--- src/pkg/iocd_pkg.sv ---
package iocd_pkg;

	// ------------------------------------------------------------
	// Register map, byte addresses on the APB side
	// ------------------------------------------------------------
	localparam logic [7:0] OFF_CMD   = 8'h00;
	localparam logic [7:0] OFF_EXT   = 8'h04;
	localparam logic [7:0] OFF_WR0   = 8'h08;
	localparam logic [7:0] OFF_STAT  = 8'h0C;
	localparam logic [7:0] OFF_BUF   = 8'h10;
	localparam logic [7:0] OFF_TGT   = 8'h14;
	localparam logic [7:0] OFF_CHR   = 8'h18;
	localparam logic [7:0] OFF_LOCAL = 8'h20;
	localparam int         LOCAL_N   = 8;

	// Status register fields
	localparam int STB_BUSY  = 0;
	localparam int STB_BADOP = 1;
	localparam int STB_NOP   = 2;
	localparam int STB_PERR  = 3;
	localparam int STB_TAKEN = 4;
	localparam int STB_FN    = 8;

	// Reset values
	localparam logic [7:0]  WR0_RST = 8'h00;
	localparam logic [7:0]  CHR_RST = 8'h00;
	localparam logic [15:0] INS_RST = 16'h0000;

	// ------------------------------------------------------------
	// Instruction encodings
	// ------------------------------------------------------------
	localparam logic [0:3] OP_IMM   = 4'hB;
	localparam logic [0:3] FN_IOLD  = 4'h0;
	localparam logic [0:3] FN_IOSN  = 4'h4;
	localparam logic [0:3] FN_SILS  = 4'h5;
	localparam logic [0:3] FN_PSNS  = 4'h6;
	localparam logic [0:3] FN_IOCL  = 4'h8;
	localparam logic [0:3] FN_PLD   = 4'hA;
	localparam logic [0:3] FN_IOCS  = 4'hC;
	localparam logic [0:3] FN_BOC   = 4'hD;
	localparam logic [0:3] DEV_CHAN = 4'h0;
	localparam logic [0:3] DEV_INIT = 4'hF;

	// ------------------------------------------------------------
	// Timing: attachment settle time before the inbound sample
	// ------------------------------------------------------------
	localparam int CLK_NS     = 8;
	localparam int SETTLE_NS  = 24;
	localparam int SETTLE_CYC = (SETTLE_NS + CLK_NS - 1) / CLK_NS;
	localparam logic [1:0] SETTLE_LAST = 2'(SETTLE_CYC - 1);

	// ------------------------------------------------------------
	// Types
	// ------------------------------------------------------------
	typedef enum logic [2:0] {
		S_IDLE, S_ADDR, S_WAIT, S_XFER, S_DONE
	} iocd_state_t;

	typedef struct packed {
		logic [0:3] op;
		logic [0:3] mod;
		logic [0:3] fn;
		logic       h;
		logic [0:2] rrr;
	} iocd_instr_t;

	typedef struct packed {
		logic [0:15] data;
		logic [1:0]  par;
		logic [1:0]  oe;
	} iocd_bus_t;

	typedef struct packed {
		logic       stb;
		logic [0:3] func;
		logic [0:6] modx;
		logic       dstb;
		logic       init;
	} iocd_cmd_t;

endpackage

--- src/rtl/iocd_decode.sv ---
// Local design decisions: the APB register port and the register offsets.
module iocd_decode
	import iocd_pkg::*;
(
	// Clock and reset
	input  wire logic        sys_clk,
	input  wire logic        nrst,
	// APB slave
	input  wire logic [7:0]  paddr,
	input  wire logic        psel,
	input  wire logic        penable,
	input  wire logic        pwrite,
	input  wire logic [31:0] pwdata,
	output logic      [31:0] prdata,
	output logic             pready,
	output logic             pslverr,
	// Bidirectional channel bus pins
	input  wire logic [0:15] bidir_channel_bus_in,
	input  wire logic [1:0]  bidir_channel_par_in,
	output iocd_bus_t        bidir_channel_bus_out,
	// Attachment control
	input  wire logic        branch_cond_in,
	output iocd_cmd_t        chan_cmd
);

	// ------------------------------------------------------------
	// State
	// ------------------------------------------------------------
	iocd_state_t  st_q;
	logic [1:0]   cnt_q;
	logic         go_q;
	logic [0:15]  instr_q;
	logic [0:15]  ext_q;
	logic [0:7]   work_reg_zero_low_byte_q;
	logic [0:7]   buf_q;
	logic [0:7]   chan_reg_q;
	logic [0:11]  tgt_q;
	logic         badop_q;
	logic         nop_q;
	logic         perr_q;
	logic         taken_q;
	logic [0:15]  local_storage_register_q [LOCAL_N];
	logic [0:15]  bus_s1_q;
	logic [0:15]  bus_s2_q;
	logic [1:0]   par_s1_q;
	logic [1:0]   par_s2_q;
	logic         cond_s1_q;
	logic         cond_s2_q;

	// ------------------------------------------------------------
	// Pin synchronisers
	// ------------------------------------------------------------
	// Attachments run off our clock only loosely, so two stages
	always_ff @(posedge sys_clk) begin
		if (!nrst) begin
			bus_s1_q  <= '0;
			bus_s2_q  <= '0;
			par_s1_q  <= '0;
			par_s2_q  <= '0;
			cond_s1_q <= 1'b0;
			cond_s2_q <= 1'b0;
		end else begin
			bus_s1_q  <= bidir_channel_bus_in;
			bus_s2_q  <= bus_s1_q;
			par_s1_q  <= bidir_channel_par_in;
			par_s2_q  <= par_s1_q;
			cond_s1_q <= branch_cond_in;
			cond_s2_q <= cond_s1_q;
		end
	end

	// ------------------------------------------------------------
	// Instruction decode
	// ------------------------------------------------------------
	iocd_instr_t ins;
	logic [0:3]  dev;
	logic        fn_def;
	logic        is_out;
	logic        is_in;
	logic        is_boc;
	logic        self_sel;
	logic        bad_op;
	logic [2:0]  idx;
	logic [0:7]  src_byte;
	logic [0:7]  addr_byte;

	assign ins      = instr_q;
	assign dev      = work_reg_zero_low_byte_q[0:3];
	assign is_boc   = (ins.fn == FN_BOC);
	// Branch needs the zero tail of the first halfword
	assign bad_op   = (ins.op != OP_IMM) ||
	                  (is_boc && {ins.h, ins.rrr} != 4'h0);
	assign self_sel = (dev == DEV_CHAN) && (ins.fn != FN_SILS);
	// Level-wide sense sends level address in place of device
	assign addr_byte = {dev, ins.mod};
	// Processor load reuses rrr, so data comes from register 0
	assign idx      = (ins.fn == FN_PLD) ? 3'd0 : ins.rrr;
	assign src_byte = ins.h ? local_storage_register_q[idx][0:7]
	                        : local_storage_register_q[idx][8:15];

	// Function classes
	always_comb begin
		fn_def = 1'b1;
		is_out = 1'b0;
		is_in  = 1'b0;
		case (ins.fn)
			FN_IOLD, FN_IOCL, FN_PLD:          is_out = 1'b1;
			FN_IOSN, FN_SILS, FN_PSNS, FN_IOCS: is_in  = 1'b1;
			FN_BOC:                            is_out = 1'b0;
			default:                           fn_def = 1'b0;
		endcase
	end

	// ------------------------------------------------------------
	// APB slave
	// ------------------------------------------------------------
	logic        acc;
	logic        wr_en;
	logic        busy;
	logic        mapped;
	logic        loc_hit;
	logic [2:0]  loc_idx;
	logic [31:0] rd_w;
	logic [31:0] stat_w;

	assign acc     = psel && penable;
	assign wr_en   = acc && pwrite && pready;
	assign busy    = (st_q != S_IDLE) || go_q;
	assign loc_hit = (paddr >= OFF_LOCAL) &&
	                 (paddr < 8'(OFF_LOCAL + 8'(4 * LOCAL_N)));
	assign loc_idx = 3'(paddr[4:2]);

	// Status word
	always_comb begin
		stat_w                  = '0;
		stat_w[STB_BUSY]        = busy;
		stat_w[STB_BADOP]       = badop_q;
		stat_w[STB_NOP]         = nop_q;
		stat_w[STB_PERR]        = perr_q;
		stat_w[STB_TAKEN]       = taken_q;
		stat_w[STB_FN +: 4]     = ins.fn;
	end

	// Read mux and decode of unmapped words
	always_comb begin
		mapped = 1'b1;
		rd_w   = '0;
		case (paddr)
			OFF_CMD:  rd_w = {16'h0000, instr_q};
			OFF_EXT:  rd_w = {16'h0000, ext_q};
			OFF_WR0:  rd_w = {24'h000000, work_reg_zero_low_byte_q};
			OFF_STAT: rd_w = stat_w;
			OFF_BUF:  rd_w = {24'h000000, buf_q};
			OFF_TGT:  rd_w = {20'h00000, tgt_q};
			OFF_CHR:  rd_w = {24'h000000, chan_reg_q};
			default: begin
				mapped = loc_hit && (paddr[1:0] == 2'b00);
				if (mapped)
					rd_w = {16'h0000, local_storage_register_q[loc_idx]};
			end
		endcase
	end

	// One wait state; a command written while busy is refused
	always_ff @(posedge sys_clk) begin
		if (!nrst) begin
			pready  <= 1'b0;
			pslverr <= 1'b0;
			prdata  <= '0;
		end else begin
			pready  <= acc && !pready;
			pslverr <= acc && !pready &&
			           (!mapped || (pwrite && paddr == OFF_CMD && busy));
			prdata  <= (acc && !pready && !pwrite) ? rd_w : '0;
		end
	end

	// Processor-written registers; a command write starts a decode
	always_ff @(posedge sys_clk) begin
		if (!nrst) begin
			instr_q                  <= INS_RST;
			ext_q                    <= INS_RST;
			work_reg_zero_low_byte_q <= WR0_RST;
			go_q                     <= 1'b0;
		end else begin
			go_q <= 1'b0;
			if (wr_en && !pslverr) begin
				case (paddr)
					OFF_CMD: begin
						instr_q <= pwdata[15:0];
						go_q    <= 1'b1;
					end
					OFF_EXT: ext_q <= pwdata[15:0];
					OFF_WR0: work_reg_zero_low_byte_q <= pwdata[7:0];
					default: ;
				endcase
			end
		end
	end

	// ------------------------------------------------------------
	// Local storage registers
	// ------------------------------------------------------------
	// Software and a sense completion both write; sense wins
	for (genvar i = 0; i < LOCAL_N; i++) begin : g_local
		always_ff @(posedge sys_clk) begin
			if (!nrst) begin
				local_storage_register_q[i] <= '0;
			end else if (st_q == S_DONE && is_in && idx == 3'(i)) begin
				if (ins.h)
					local_storage_register_q[i][0:7]  <= buf_q;
				else
					local_storage_register_q[i][8:15] <= buf_q;
			end else if (wr_en && !pslverr && loc_hit &&
			             loc_idx == 3'(i)) begin
				local_storage_register_q[i] <= pwdata[15:0];
			end
		end
	end

	// ------------------------------------------------------------
	// Sequencer
	// ------------------------------------------------------------
	always_ff @(posedge sys_clk) begin
		if (!nrst) begin
			st_q  <= S_IDLE;
			cnt_q <= '0;
		end else begin
			case (st_q)
				S_IDLE:
					if (go_q && !bad_op && fn_def)
						st_q <= S_ADDR;
				S_ADDR: begin
					cnt_q <= '0;
					st_q  <= S_WAIT;
				end
				S_WAIT: begin
					cnt_q <= cnt_q + 2'd1;
					if (cnt_q == SETTLE_LAST)
						st_q <= S_XFER;
				end
				S_XFER:  st_q <= S_DONE;
				S_DONE:  st_q <= S_IDLE;
				default: st_q <= S_IDLE;
			endcase
		end
	end

	// ------------------------------------------------------------
	// Channel buffer and channel register
	// ------------------------------------------------------------
	// All data bytes in either direction stage through buf_q; the address byte goes straight from addr_byte
	always_ff @(posedge sys_clk) begin
		if (!nrst) begin
			buf_q      <= '0;
			chan_reg_q <= CHR_RST;
		end else if (st_q == S_ADDR && is_out) begin
			buf_q <= src_byte;
		end else if (st_q == S_XFER && is_in) begin
			buf_q <= self_sel ? chan_reg_q : bus_s2_q[0:7];
		end else if (st_q == S_XFER && is_out && self_sel) begin
			chan_reg_q <= buf_q;
		end
	end

	// ------------------------------------------------------------
	// Sticky status and branch outcome
	// ------------------------------------------------------------
	// Write one to clear; a new event in the same cycle wins
	logic clr_stat;
	logic perr_evt;
	assign clr_stat = wr_en && !pslverr && paddr == OFF_STAT;
	assign perr_evt = st_q == S_XFER && is_in && !self_sel &&
	                  !(^{bus_s2_q[0:7], par_s2_q[1]});

	always_ff @(posedge sys_clk) begin
		if (!nrst) begin
			badop_q <= 1'b0;
			nop_q   <= 1'b0;
			perr_q  <= 1'b0;
		end else begin
			badop_q <= (go_q && bad_op) ||
			           (badop_q && !(clr_stat && pwdata[STB_BADOP]));
			nop_q   <= (go_q && !bad_op && !fn_def) ||
			           (nop_q && !(clr_stat && pwdata[STB_NOP]));
			perr_q  <= perr_evt ||
			           (perr_q && !(clr_stat && pwdata[STB_PERR]));
		end
	end

	// Target is latched from the second halfword at issue
	always_ff @(posedge sys_clk) begin
		if (!nrst) begin
			taken_q <= 1'b0;
			tgt_q   <= '0;
		end else if (st_q == S_ADDR && is_boc) begin
			taken_q <= 1'b0;
			tgt_q   <= ext_q[4:15];
		end else if (st_q == S_XFER && is_boc) begin
			taken_q <= cond_s2_q;
		end
	end

	// ------------------------------------------------------------
	// Attachment outputs
	// ------------------------------------------------------------
	// Inbound lane is never driven; outbound carries odd parity
	always_ff @(posedge sys_clk) begin
		if (!nrst) begin
			bidir_channel_bus_out <= '0;
			chan_cmd              <= '0;
		end else begin
			chan_cmd.stb  <= 1'b0;
			chan_cmd.dstb <= 1'b0;
			chan_cmd.init <= 1'b0;
			bidir_channel_bus_out.oe[0] <= 1'b0;
			if (st_q == S_IDLE && go_q && !bad_op && fn_def) begin
				bidir_channel_bus_out.data[8:15] <= addr_byte;
				bidir_channel_bus_out.par[1]     <= ~^addr_byte;
				bidir_channel_bus_out.oe[1]      <= !self_sel;
				chan_cmd.stb  <= !self_sel;
				chan_cmd.init <= !self_sel && dev == DEV_INIT;
				chan_cmd.func <= ins.fn;
				chan_cmd.modx <= (ins.fn == FN_PLD) ?
				                 {ins.rrr, ins.mod} :
				                 {3'b000, ins.mod};
			end else if (st_q == S_WAIT && cnt_q == SETTLE_LAST &&
			             is_out && !self_sel) begin
				bidir_channel_bus_out.data[8:15] <= buf_q;
				bidir_channel_bus_out.par[1]     <= ~^buf_q;
				chan_cmd.dstb <= 1'b1;
			end else if (st_q == S_XFER) begin
				bidir_channel_bus_out.oe[1] <= 1'b0;
			end
		end
	end
endmodule

--- config.mk ---
export PLATFORM = sky130hd
export DESIGN_NAME = iocd_decode
export DESIGN_NICKNAME = d
export VERILOG_FILES = /design/src/pkg/iocd_pkg.sv /design/src/rtl/iocd_decode.sv
export SDC_FILE = /design/constraint.sdc
export NUM_CORES = 1
export LEC_CHECK = 0
export ABC_CLOCK_PERIOD_IN_PS = 2710
export BUFFER_PORTS_ARGS = -buffer_cell sky130_fd_sc_hd__buf_2
export CORE_MARGIN = 4
export CORE_UTILIZATION = 53
export CTS_BUF_LIST = sky130_fd_sc_hd__clkbuf_2 sky130_fd_sc_hd__clkbuf_4 sky130_fd_sc_hd__clkbuf_8
export DETAILED_ROUTE_END_ITERATION = 8
export PLACE_DENSITY = 0.75
export SLEW_MARGIN = 20
export SYNTH_ARGS = -nofsm -noshare
export SYNTH_HDL_FRONTEND = slang
export SYNTH_SLANG_ARGS = --single-unit
--- constraint.sdc ---
create_clock -name sys_clk -period 2.71 [get_ports sys_clk]
set_input_delay 0.1355 -clock sys_clk [delete_from_list [all_inputs] [get_ports sys_clk]]
set_output_delay 0.1355 -clock sys_clk [all_outputs]
set_load 0.1 [all_outputs]
## Yosys cells after proc, flatten, opt, wreduce, memory -nomap -nowiden

Memory sizes are Yosys's and may differ from the RTL's.
Index checks and enable logic that the tools add are counted.

- Memories: 1
- Register bits after elaboration: 175
- RAM bits: 128
- Input port bits: 64
- Word-level logic and storage cells: 351

- Add/sub/neg operators: 1
- Reductions and logical operators: 105
- Bitwise operators: 35
- Equal/unequal tests: 38
- Order comparisons: 2
- Muxes and demuxes: 138

Memories:

| name | words | bits a word | rd ports | clocked after Yosys merged registers in | wr ports | RTL line | source |
|---|---|---|---|---|---|---|---|
| local_storage_register_q | 8 | 16 | 2 | 0 | 8 | iocd_decode.sv:42 | `logic [0:15] local_storage_register_q [LOCAL_N];` |

Operator list:

| kind | count |
|---|---|
| 8-bit two-way mux | 36 |
| 16-bit case mux with 7 select lines | 1 |
| 1-bit two-way mux | 92 |
| 1-bit logical AND | 57 |
| 1-bit bitwise OR | 32 |
| 3-bit == test, second input constant | 9 |
| 8-bit by 5-bit == test with 1-bit output, second input constant | 3 |
| 4-bit == test, second input constant | 5 |
| 3-bit by 2-bit == test with 1-bit output, second input constant | 6 |
| 9-bit two-way mux | 2 |
| 8-bit by 4-bit == test with 1-bit output, second input constant | 2 |
| 16-bit two-way mux | 1 |
| 2-bit AND reduction | 8 |
| 8-bit XNOR reduction | 2 |
| 4-bit by 3-bit == test with 1-bit output, second input constant | 3 |
| 3-bit case mux with 4 select lines | 1 |
| 1-bit logical NOT | 11 |
| 3-bit by 1-bit == test with 1-bit output, second input constant | 3 |
| 3-bit logical NOT | 3 |
| 3-bit two-way mux | 3 |
| 9-bit XOR reduction | 1 |
| 8-bit by 3-bit == test with 1-bit output, second input constant | 1 |
| 8-bit by 6-bit >= comparator with 1-bit output, second input constant | 1 |
| 4-bit logical NOT | 2 |
| 21 further kinds | 34 |

## Logic depth before layout (Yosys ltp)

Gate-level depths: netlist of run 1.

- Word-level depth: 11
- Gate-level depth with buffers: 9

## Worst setup path after synthesis of run 1

Ideal clock, no wire load.

- Path type: register to register
- Start: reg pready
- End: mem local_storage_register_q[0][0] (netlist bit) (enable)
- Period minus slack after synthesis: 3.141 ns
- Buffers on the path: 1
- Stages on the path, launching flop included: 7
- Required time: 2.326 ns
- Arrival time: 2.757 ns
- Path slack: -0.431 ns
- Library setup time: 0.384 ns
- Cells stage by stage: dfxtp_1 > nand4_1 > or4_1 > a2111oi_4 > buf_2 > nor2_1 > o21ai_0

RTL lines:

| item | RTL line | source |
|---|---|---|
| from (decl) | iocd_decode.sv:15 | `output logic pready,` |
| from (signal assigned) | iocd_decode.sv:171 | `pready <= acc && !pready;` |
| to (decl) | iocd_decode.sv:42 |  |

==> results of run 1 <==
[critical path, delay by kind of cell, from the launching register on]
family | cells | cell delay, ns
AND/OR/NAND/NOR | 4 | 0.88
buffers and inverters | 2 | 0.43
flip-flops | 1 | 0.40
AO/OA/AOI/OAI | 1 | 0.44
[layout by cell type (no fill, tap or decap), types with 64 or more instances in the layout]
cell / instances
a21oi_1: 95
a22o_1: 65
a32o_1: 64
buf_2: 78
buf_4: 113
dfxtp_1: 137
edfxtp_1: 128
mux2i_1: 81
nand2_1: 148
nor2_1: 70
[Yosys cell counts, drive strengths merged, types with 8 or more instances]
library cell / instances
o221ai: 10
a221oi: 26
buf: 74
and2: 41
nor2: 70
a21oi: 95
and3: 27
a32o: 64
a22o: 65
dfxtp: 140
edfxtp: 128
mux2: 29
inv: 15
nand2: 148
a22oi: 10
a21boi: 8
clkbuf: 91
nand4: 9
nand3: 28
mux4: 35
o211ai: 14
xnor2: 21
nor3: 26
mux2i: 81
o21ai: 13
[area by class of cell]
class	count	share of cell area [%]
inverter	15	0.336
sequential	268	39.7
clock buffer	71	5.24
multi-input combinational	944	42.0
clock inverter	10	0.329
tap	341	2.55
timing repair buffer	227	9.84
[sequential cells by signal (all words and copies together), names as in the netlist, 2 cells and up]
name                      count
bus_s1_q                      8
chan_reg_q                    8
cnt_q                         2
local_storage_register_q    128
buf_q                         8
ins                          16
ext_q                        16
st_q                          3
bidir_channel_bus_out        10
work_reg_zero_low_byte_q      8
bus_s2_q                      8
chan_cmd                     14
prdata                       16
tgt_q                        12
[power groups by stage]
stage,logic [W],clock network (W),registers [W]
after floorplan,0.000504,0,0.00444
after global placement,0.000682,0,0.00445
after detailed placement,0.000691,0,0.00445
after CTS,0.000727,0.00375,0.00437
after global routing,0.000772,0.00393,0.00438
final,0.000747,0.00374,0.00437
[per-layer routing]
layer	up-vias	share of wire, %	track usage [%]
met5	-	0.025	0
met4	2	5.9	16.8
met3	227	12	5.86
met2	970	45	48.4
met1	6108	38	42.3
li1	5438	-	-
[final timing paths]
kind,startpoint,to,slack [ns],depth (start not counted)
setup reg to reg,ins[5],local_storage_register_q[3][11],0.17,7
hold reg to reg,bus_s1_q[7],bus_s2_q[7],0.43,1
setup / recovery,ins[5],local_storage_register_q[3][11],0.17,7
hold / removal,paddr[5],prdata[5],0.03,4
[through the flow]
| stage | instance area (µm²) | total power [W] | util [%] | setup slack, ns | hold slack [ns] |
|---|---|---|---|---|---|
| finish | 16800 | 0.00886 | 62.5 | 0.167 | 0.0264 |
| global route | 16800 | 0.00908 | 62.5 | 0.0215 | 0.0518 |
| CTS | 16700 | 0.00885 | 62.4 | 0.0261 | 0.00187 |
| detailed placement | 15500 | 0.00515 | 57.8 | 0.102 | 0.345 |
| global placement | 15500 | 0.00513 | 57.8 | 0.258 | 0.340 |
| floorplan | 14500 | 0.00495 | - | -0.157 | 0.263 |
[what timing repair did]
item | 4_1_cts | 5_1_grt
gates resized for setup | 0 | 3
setup buffers | 0 | 1
hold buffers | 31 | 0
endpoints found under the setup margin | 0 | 29
hold endpoints to repair | 58 | 0
[cells by family after synthesis]
| logic type | after synthesis |
|---|---|
| adder cells (fa/ha/maj) | 6 |
| other | 1 |
| buffers and inverters | 180 |
| AND/OR/NAND/NOR | 393 |
| flip-flops | 268 |
| multiplexers | 145 |
| XOR/XNOR | 22 |
| AO/OA/AOI/OAI | 352 |
==> out/qor.csv, run 1 <==
stage,metric,value,unit
run_status,status,"finished, final reports clean",
final_layout,drive_gt1_share,23.8,%
placed_design,gp_congestion,0.956,
clock_network,clock_path_buffers,3,
final_layout,stdcell_count,1876,
power,p_leak,6.22,nW
die,die_area,29800,µm²
timing,slew_violations,0,
critical_path,slowest_delay,0.44,ns
power,p_comb_share,8.4,%
power,ir_drop,0.696,mV
power,p_clk_share,42.2,%
logic_synthesis,synthXorXnorAreaFrac,1.34,%
timing,tns,0,ns
final_layout,fillers,2098,
placed_design,dp_cells,1763,
power,seqPwrFrac,49.4,%
critical_path,critPathCaptureType,flip-flop,
clock_network,cts_sinks,268,
drt,drc,0,
critical_path,cpMostUsedCell,buf_4,
logic_synthesis,synth-simple-area-share,13.7,%
logic_synthesis,synth_compound_area_share,18.9,%
die,coreArea,26800,µm²
logic_synthesis,ys_warn_count,0,
global_route,grt_pass1_vias,12279,
logic_synthesis,synth_top_area_share,26.7,%
timing,setup_viol,0,
final_layout,seqCellArea,6660,µm²
die,rows,60,
die,die_x,173,µm
critical_path,crit_path_max_fanout,10,
timing,fin_crit,2.54,ns
power,p_int,0.00661,W
logic_synthesis,synth_area_leaders,"edfxtp_1, dfxtp_1, mux2i_1, mux4_2, a32o_1",
power,switching_share,25.3,%
logic_synthesis,yosysUniqueCellTypes,67,
critical_path,worstSetupPathType,flip-flop to flip-flop,
logic_synthesis,synth.area.mux_share,13.4,%
power,p_per_area,529,nW/µm²
final_layout,final_nets,1571,
logic_synthesis,synth_enable_flop_cells,128,
clock_network,insertion_delay,0.58,ns
min_path,min-delay-path-class,primary input to flip-flop,
clock_network,htree_num_levels,2,
logic_synthesis,synth_area,14400,µm²
die,die_y,173,µm
logic_synthesis,synthArstFlopShare,0,%
critical_path,worstPathRequired,2.88,ns
logic_synthesis,seq_area_frac_synth,46.2,%
drt,dr.pass1.iters,7,
clock_network,cts_root_buf,clkbuf_8,
logic_synthesis,ys_ff_latch,268,
timing,max_freq,393,MHz
drt,drt_iter0_markers,1638,
logic_synthesis,avgSynthCellArea,10.5,µm²
final_layout,insertedDiodeCount,0,
critical_path,cp.arrival,2.72,ns
critical_path,path_cells,buf_4 -> nor4bb_4 -> nor2_1 -> nand4_1 -> buf_4 -> nand3_1 -> o211ai_1,
final_layout,multi_input_area,7030,µm²
logic_synthesis,post-synth-top-area-cell,edfxtp_1,
logic_synthesis,synth_top_family_by_area,compound AO/OA/AOI/OAI gates,
drt,ant_nets,0,
global_route,grt_pass1_wl,73.0,mm
critical_path,cp_slowest_cell,o211ai_1,
timing,finalCritPeriodShare,93.8,%
global_route,grt_max_degree,74,
global_route,gr-total-overflow,0,
clock_network,numCtsBuffers,46,
logic_synthesis,synthAdderAreaFrac,0.513,%
drt,via_per_inst,6.79,
critical_path,cp-start-kind,flip-flop,
timing,finalHoldViolations,0,
timing,tightest_slew,0.875,ns
global_route,grtUsageTotal,31.4,%
logic_synthesis,synthCells,1367,
timing,rsz0062_at_grt,no,
clock_network,cts_tree,done,
die,io-pin-count,132,
drt,wl_per_cell,25.9,µm
job,max_cap_viol_count,0,
clock_network,clk_pin_slew,0.06,ns
final_layout,syn_to_final_growth,16.5,%
logic_synthesis,synthFlopType,dfxtp_1,
timing,skew,0.0352,ns
drt,drt_wl_total,48.6,mm
placed_design,io_buffers,80,
placed_design,dp_hpwl,33.2,mm
global_route,grt_antenna_before_repair,1,
timing,slew_headroom,41.7,%
die,start_util,53.7,%
drt,route.vias.total,12745,
power,p_switching,0.00224,W
Note: power is estimated with default switching activity, not from simulation.
==> run 2: changes to the inputs <==
--- a/config.mk
+++ b/config.mk
@@ -7,7 +7,7 @@
 export LEC_CHECK = 0
 export ABC_CLOCK_PERIOD_IN_PS = 2710
 export BUFFER_PORTS_ARGS = -buffer_cell sky130_fd_sc_hd__buf_2
-export CORE_MARGIN = 4
+export CORE_MARGIN = 2
 export CORE_UTILIZATION = 53
 export CTS_BUF_LIST = sky130_fd_sc_hd__clkbuf_2 sky130_fd_sc_hd__clkbuf_4 sky130_fd_sc_hd__clkbuf_8
 export DETAILED_ROUTE_END_ITERATION = 8
@@ -16,3 +16,4 @@
 export SYNTH_ARGS = -nofsm -noshare
 export SYNTH_HDL_FRONTEND = slang
 export SYNTH_SLANG_ARGS = --single-unit
+export TNS_END_PERCENT = 1
==> constraint.sdc (replaced) <==
create_clock -name sys_clk -period 2.71 [get_ports sys_clk]
set_input_delay 0.1355 -clock sys_clk [delete_from_list [all_inputs] [get_ports sys_clk]]
set_output_delay 0.1355 -clock sys_clk [all_outputs]
set_load 0.005 [all_outputs]
==> out/qor.csv, run 2 (synthesized netlist as in run 1, its figures left out) <==
stage,metric,value,unit,change
run_status,status,"finished, final reports clean",,
drt,drt_iter0_markers,1586,,-3.2%
global_route,grt_max_degree,91,,+23%
drt,via_per_inst,6.64,,-2.3%
drt,dr.pass1.iters,7,,unchanged
power,p_leak,6.16,nW,-0.97%
timing,slew_violations,0,,unchanged
placed_design,gp_congestion,0.940,,-1.7%
timing,tns,0,ns,unchanged
global_route,grt_pass1_vias,11935,,-2.8%
clock_network,cts_tree,done,,
final_layout,stdcell_count,1863,,-0.69%
timing,finalHoldViolations,0,,unchanged
clock_network,cts_root_buf,clkbuf_8,,
timing,finalCritPeriodShare,94.4,%,+0.51 points
timing,setup_viol,0,,unchanged
clock_network,cts_sinks,268,,unchanged
die,rows,60,,unchanged
final_layout,drive_gt1_share,22.8,%,-1.0 points
global_route,grt_pass1_wl,68.8,mm,-5.7%
critical_path,worstPathRequired,3.12,ns,+0.24 ns
drt,wl_per_cell,24.5,µm,-5.4%
critical_path,critPathCaptureType,flip-flop,,
drt,drc,0,,unchanged
power,p_per_area,527,nW/µm²,-0.34%
clock_network,clock_path_buffers,3,,unchanged
drt,ant_nets,0,,unchanged
critical_path,cp-start-kind,flip-flop,,
final_layout,final_util,62.2,%,-0.33 points
timing,rsz0062_at_grt,no,,
timing,slew_headroom,28.7,%,-13 points
global_route,gr-total-overflow,0,,unchanged
final_layout,final_nets,1556,,-0.95%
global_route,grtUsageTotal,31.6,%,+0.20 points
drt,drt_wl_total,45.6,mm,-6.0%
final_layout,syn_to_final_growth,15.9,%,
die,start_util,53.7,%,unchanged
timing,fin_crit,2.56,ns,+0.0138 ns
timing,skew,0.0437,ns,+0.00849 ns
placed_design,dp_cells,1752,,-0.62%
min_path,min-delay-path-class,primary input to flip-flop,,
power,power,0.00878,W,-0.86%
placed_design,io_buffers,80,,unchanged
die,io-pin-count,132,,unchanged
clock_network,htree_num_levels,2,,unchanged
die,die_area,28500,µm²,-4.6%
die,die_y,169,µm,-2.3%
global_route,grt_antenna_before_repair,0,,-1
final_layout,mostFrequentLayoutCells,"nand2_1, dfxtp_1, edfxtp_1",,
critical_path,worstSetupPathType,flip-flop to flip-flop,,
timing,tightest_slew,1.06,ns,+0.186 ns
power,p_clk_share,43.7,%,+1.5 points
clock_network,numCtsBuffers,45,,-2.2%
clock_network,clk_pin_slew,0.06,ns,about the same
power,seqPwrFrac,49.8,%,+0.4 points
critical_path,crit_path_max_fanout,8,,-2
power,p_comb_share,6.5,%,-1.9 points
final_layout,top_register,local_storage_register_q,,
final_layout,largest_register_ffs,128,,unchanged
die,coreArea,26800,µm²,unchanged
final_layout,final_common_cell,nand2_1,,
placed_design,dp_hpwl,31.6,mm,-5.0%
critical_path,cp.arrival,2.97,ns,+0.25 ns
power,ir_drop,0.535,mV,-23%
job,max_cap_viol_count,0,,unchanged
power,p_int,0.00671,W,+1.4%
power,p_switching,0.00207,W,-7.6%
timing,max_freq,391,MHz,-0.54%
final_layout,insertedDiodeCount,0,,unchanged
drt,route.vias.total,12368,,-3.0%
power,switching_share,23.6,%,-1.7 points
die,die_x,169,µm,-2.3%
final_layout,fillers,2130,,+1.5%
clock_network,post_cts_buffers,0,,unchanged
clock_network,insertion_delay,0.59,ns,about the same
-- run 2: cell count changes in the layout (fill, tap and decap cells not counted), sizes merged --
cell         previous run  this run
dlygate4sd3            31        29
buf                   196       184
clkbuf                 71        66
clkinv                  8        12
bufinv                  0         2
-- run 2: cell type report --
cell class / instances / area [µm²] / area share, %
inverter: 15 / 56.3 / 0.338
clock buffer: 66 / 827 / 4.96
clock inverter: 16 / 131 / 0.788
tap: 341 / 427 / 2.56
multi-input combinational: 944 / 7020 / 42.1
sequential: 268 / 6650 / 39.9
timing repair buffer: 213 / 1550 / 9.31
-- run 2: repair_timing --
item | CTS | global route
resized for setup | 0 | 1
hold buffers | 29 | 0
hold endpoints to repair | 53 | 0
setup endpoints to repair | 0 | 1
-- run 2: metal layers --
| metal | track usage (%) | up-vias | wire [µm] |
|---|---|---|---|
| met4 | 15.8 | 0 | 2370 |
| met2 | 50.3 | 892 | 20900 |
| met3 | 6.41 | 175 | 5020 |
| met5 | 0 | - | 0 |
| li1 | - | 5401 | - |
| met1 | 41.1 | 5900 | 17300 |
-- run 2: power by group through the flow --
stage          registers (W)  clock network [W]  logic (W)
2_1_floorplan        0.00443                  0   0.000354
3_3_place_gp         0.00445                  0   0.000519
3_5_place_dp         0.00446                  0   0.000527
4_1_cts              0.00437            0.00387   0.000562
5_1_grt              0.00438            0.00404   0.000600
6_report             0.00437            0.00383   0.000574
-- run 2: worst paths after layout --
check	slack [ns]	end	cells after the start	startpoint
worst max-delay path	0.15	local_storage_register_q[3][12]	5	st_q[0]
worst min register to register	0.43	par_s2_q[1]	1	par_s1_q[1]
worst max register to register	0.15	local_storage_register_q[3][12]	5	st_q[0]
worst min-delay path	0.03	prdata[5]	5	paddr[0]
-- run 2: critical path, stage by stage, from the launching register on --
cell and delay, ns:
dfxtp_1 0.31, or3b_1 0.45, nor3_2 0.29, nand3_1 0.23, nor3_1 0.86, a32o_1 0.27
-- run 2: through the flow --
| stage | instance area [µm²] | hold slack, ns | setup slack (ns) |
|---|---|---|---|
| floorplan | 14500 | 0.263 | -0.157 |
| global placement | 15400 | 0.341 | 0.238 |
| detailed placement | 15400 | 0.345 | 0.212 |
| CTS | 16700 | 0.00518 | 0.168 |
| global route | 16700 | 0.0542 | 0.0656 |
| finish | 16700 | 0.0257 | 0.153 |
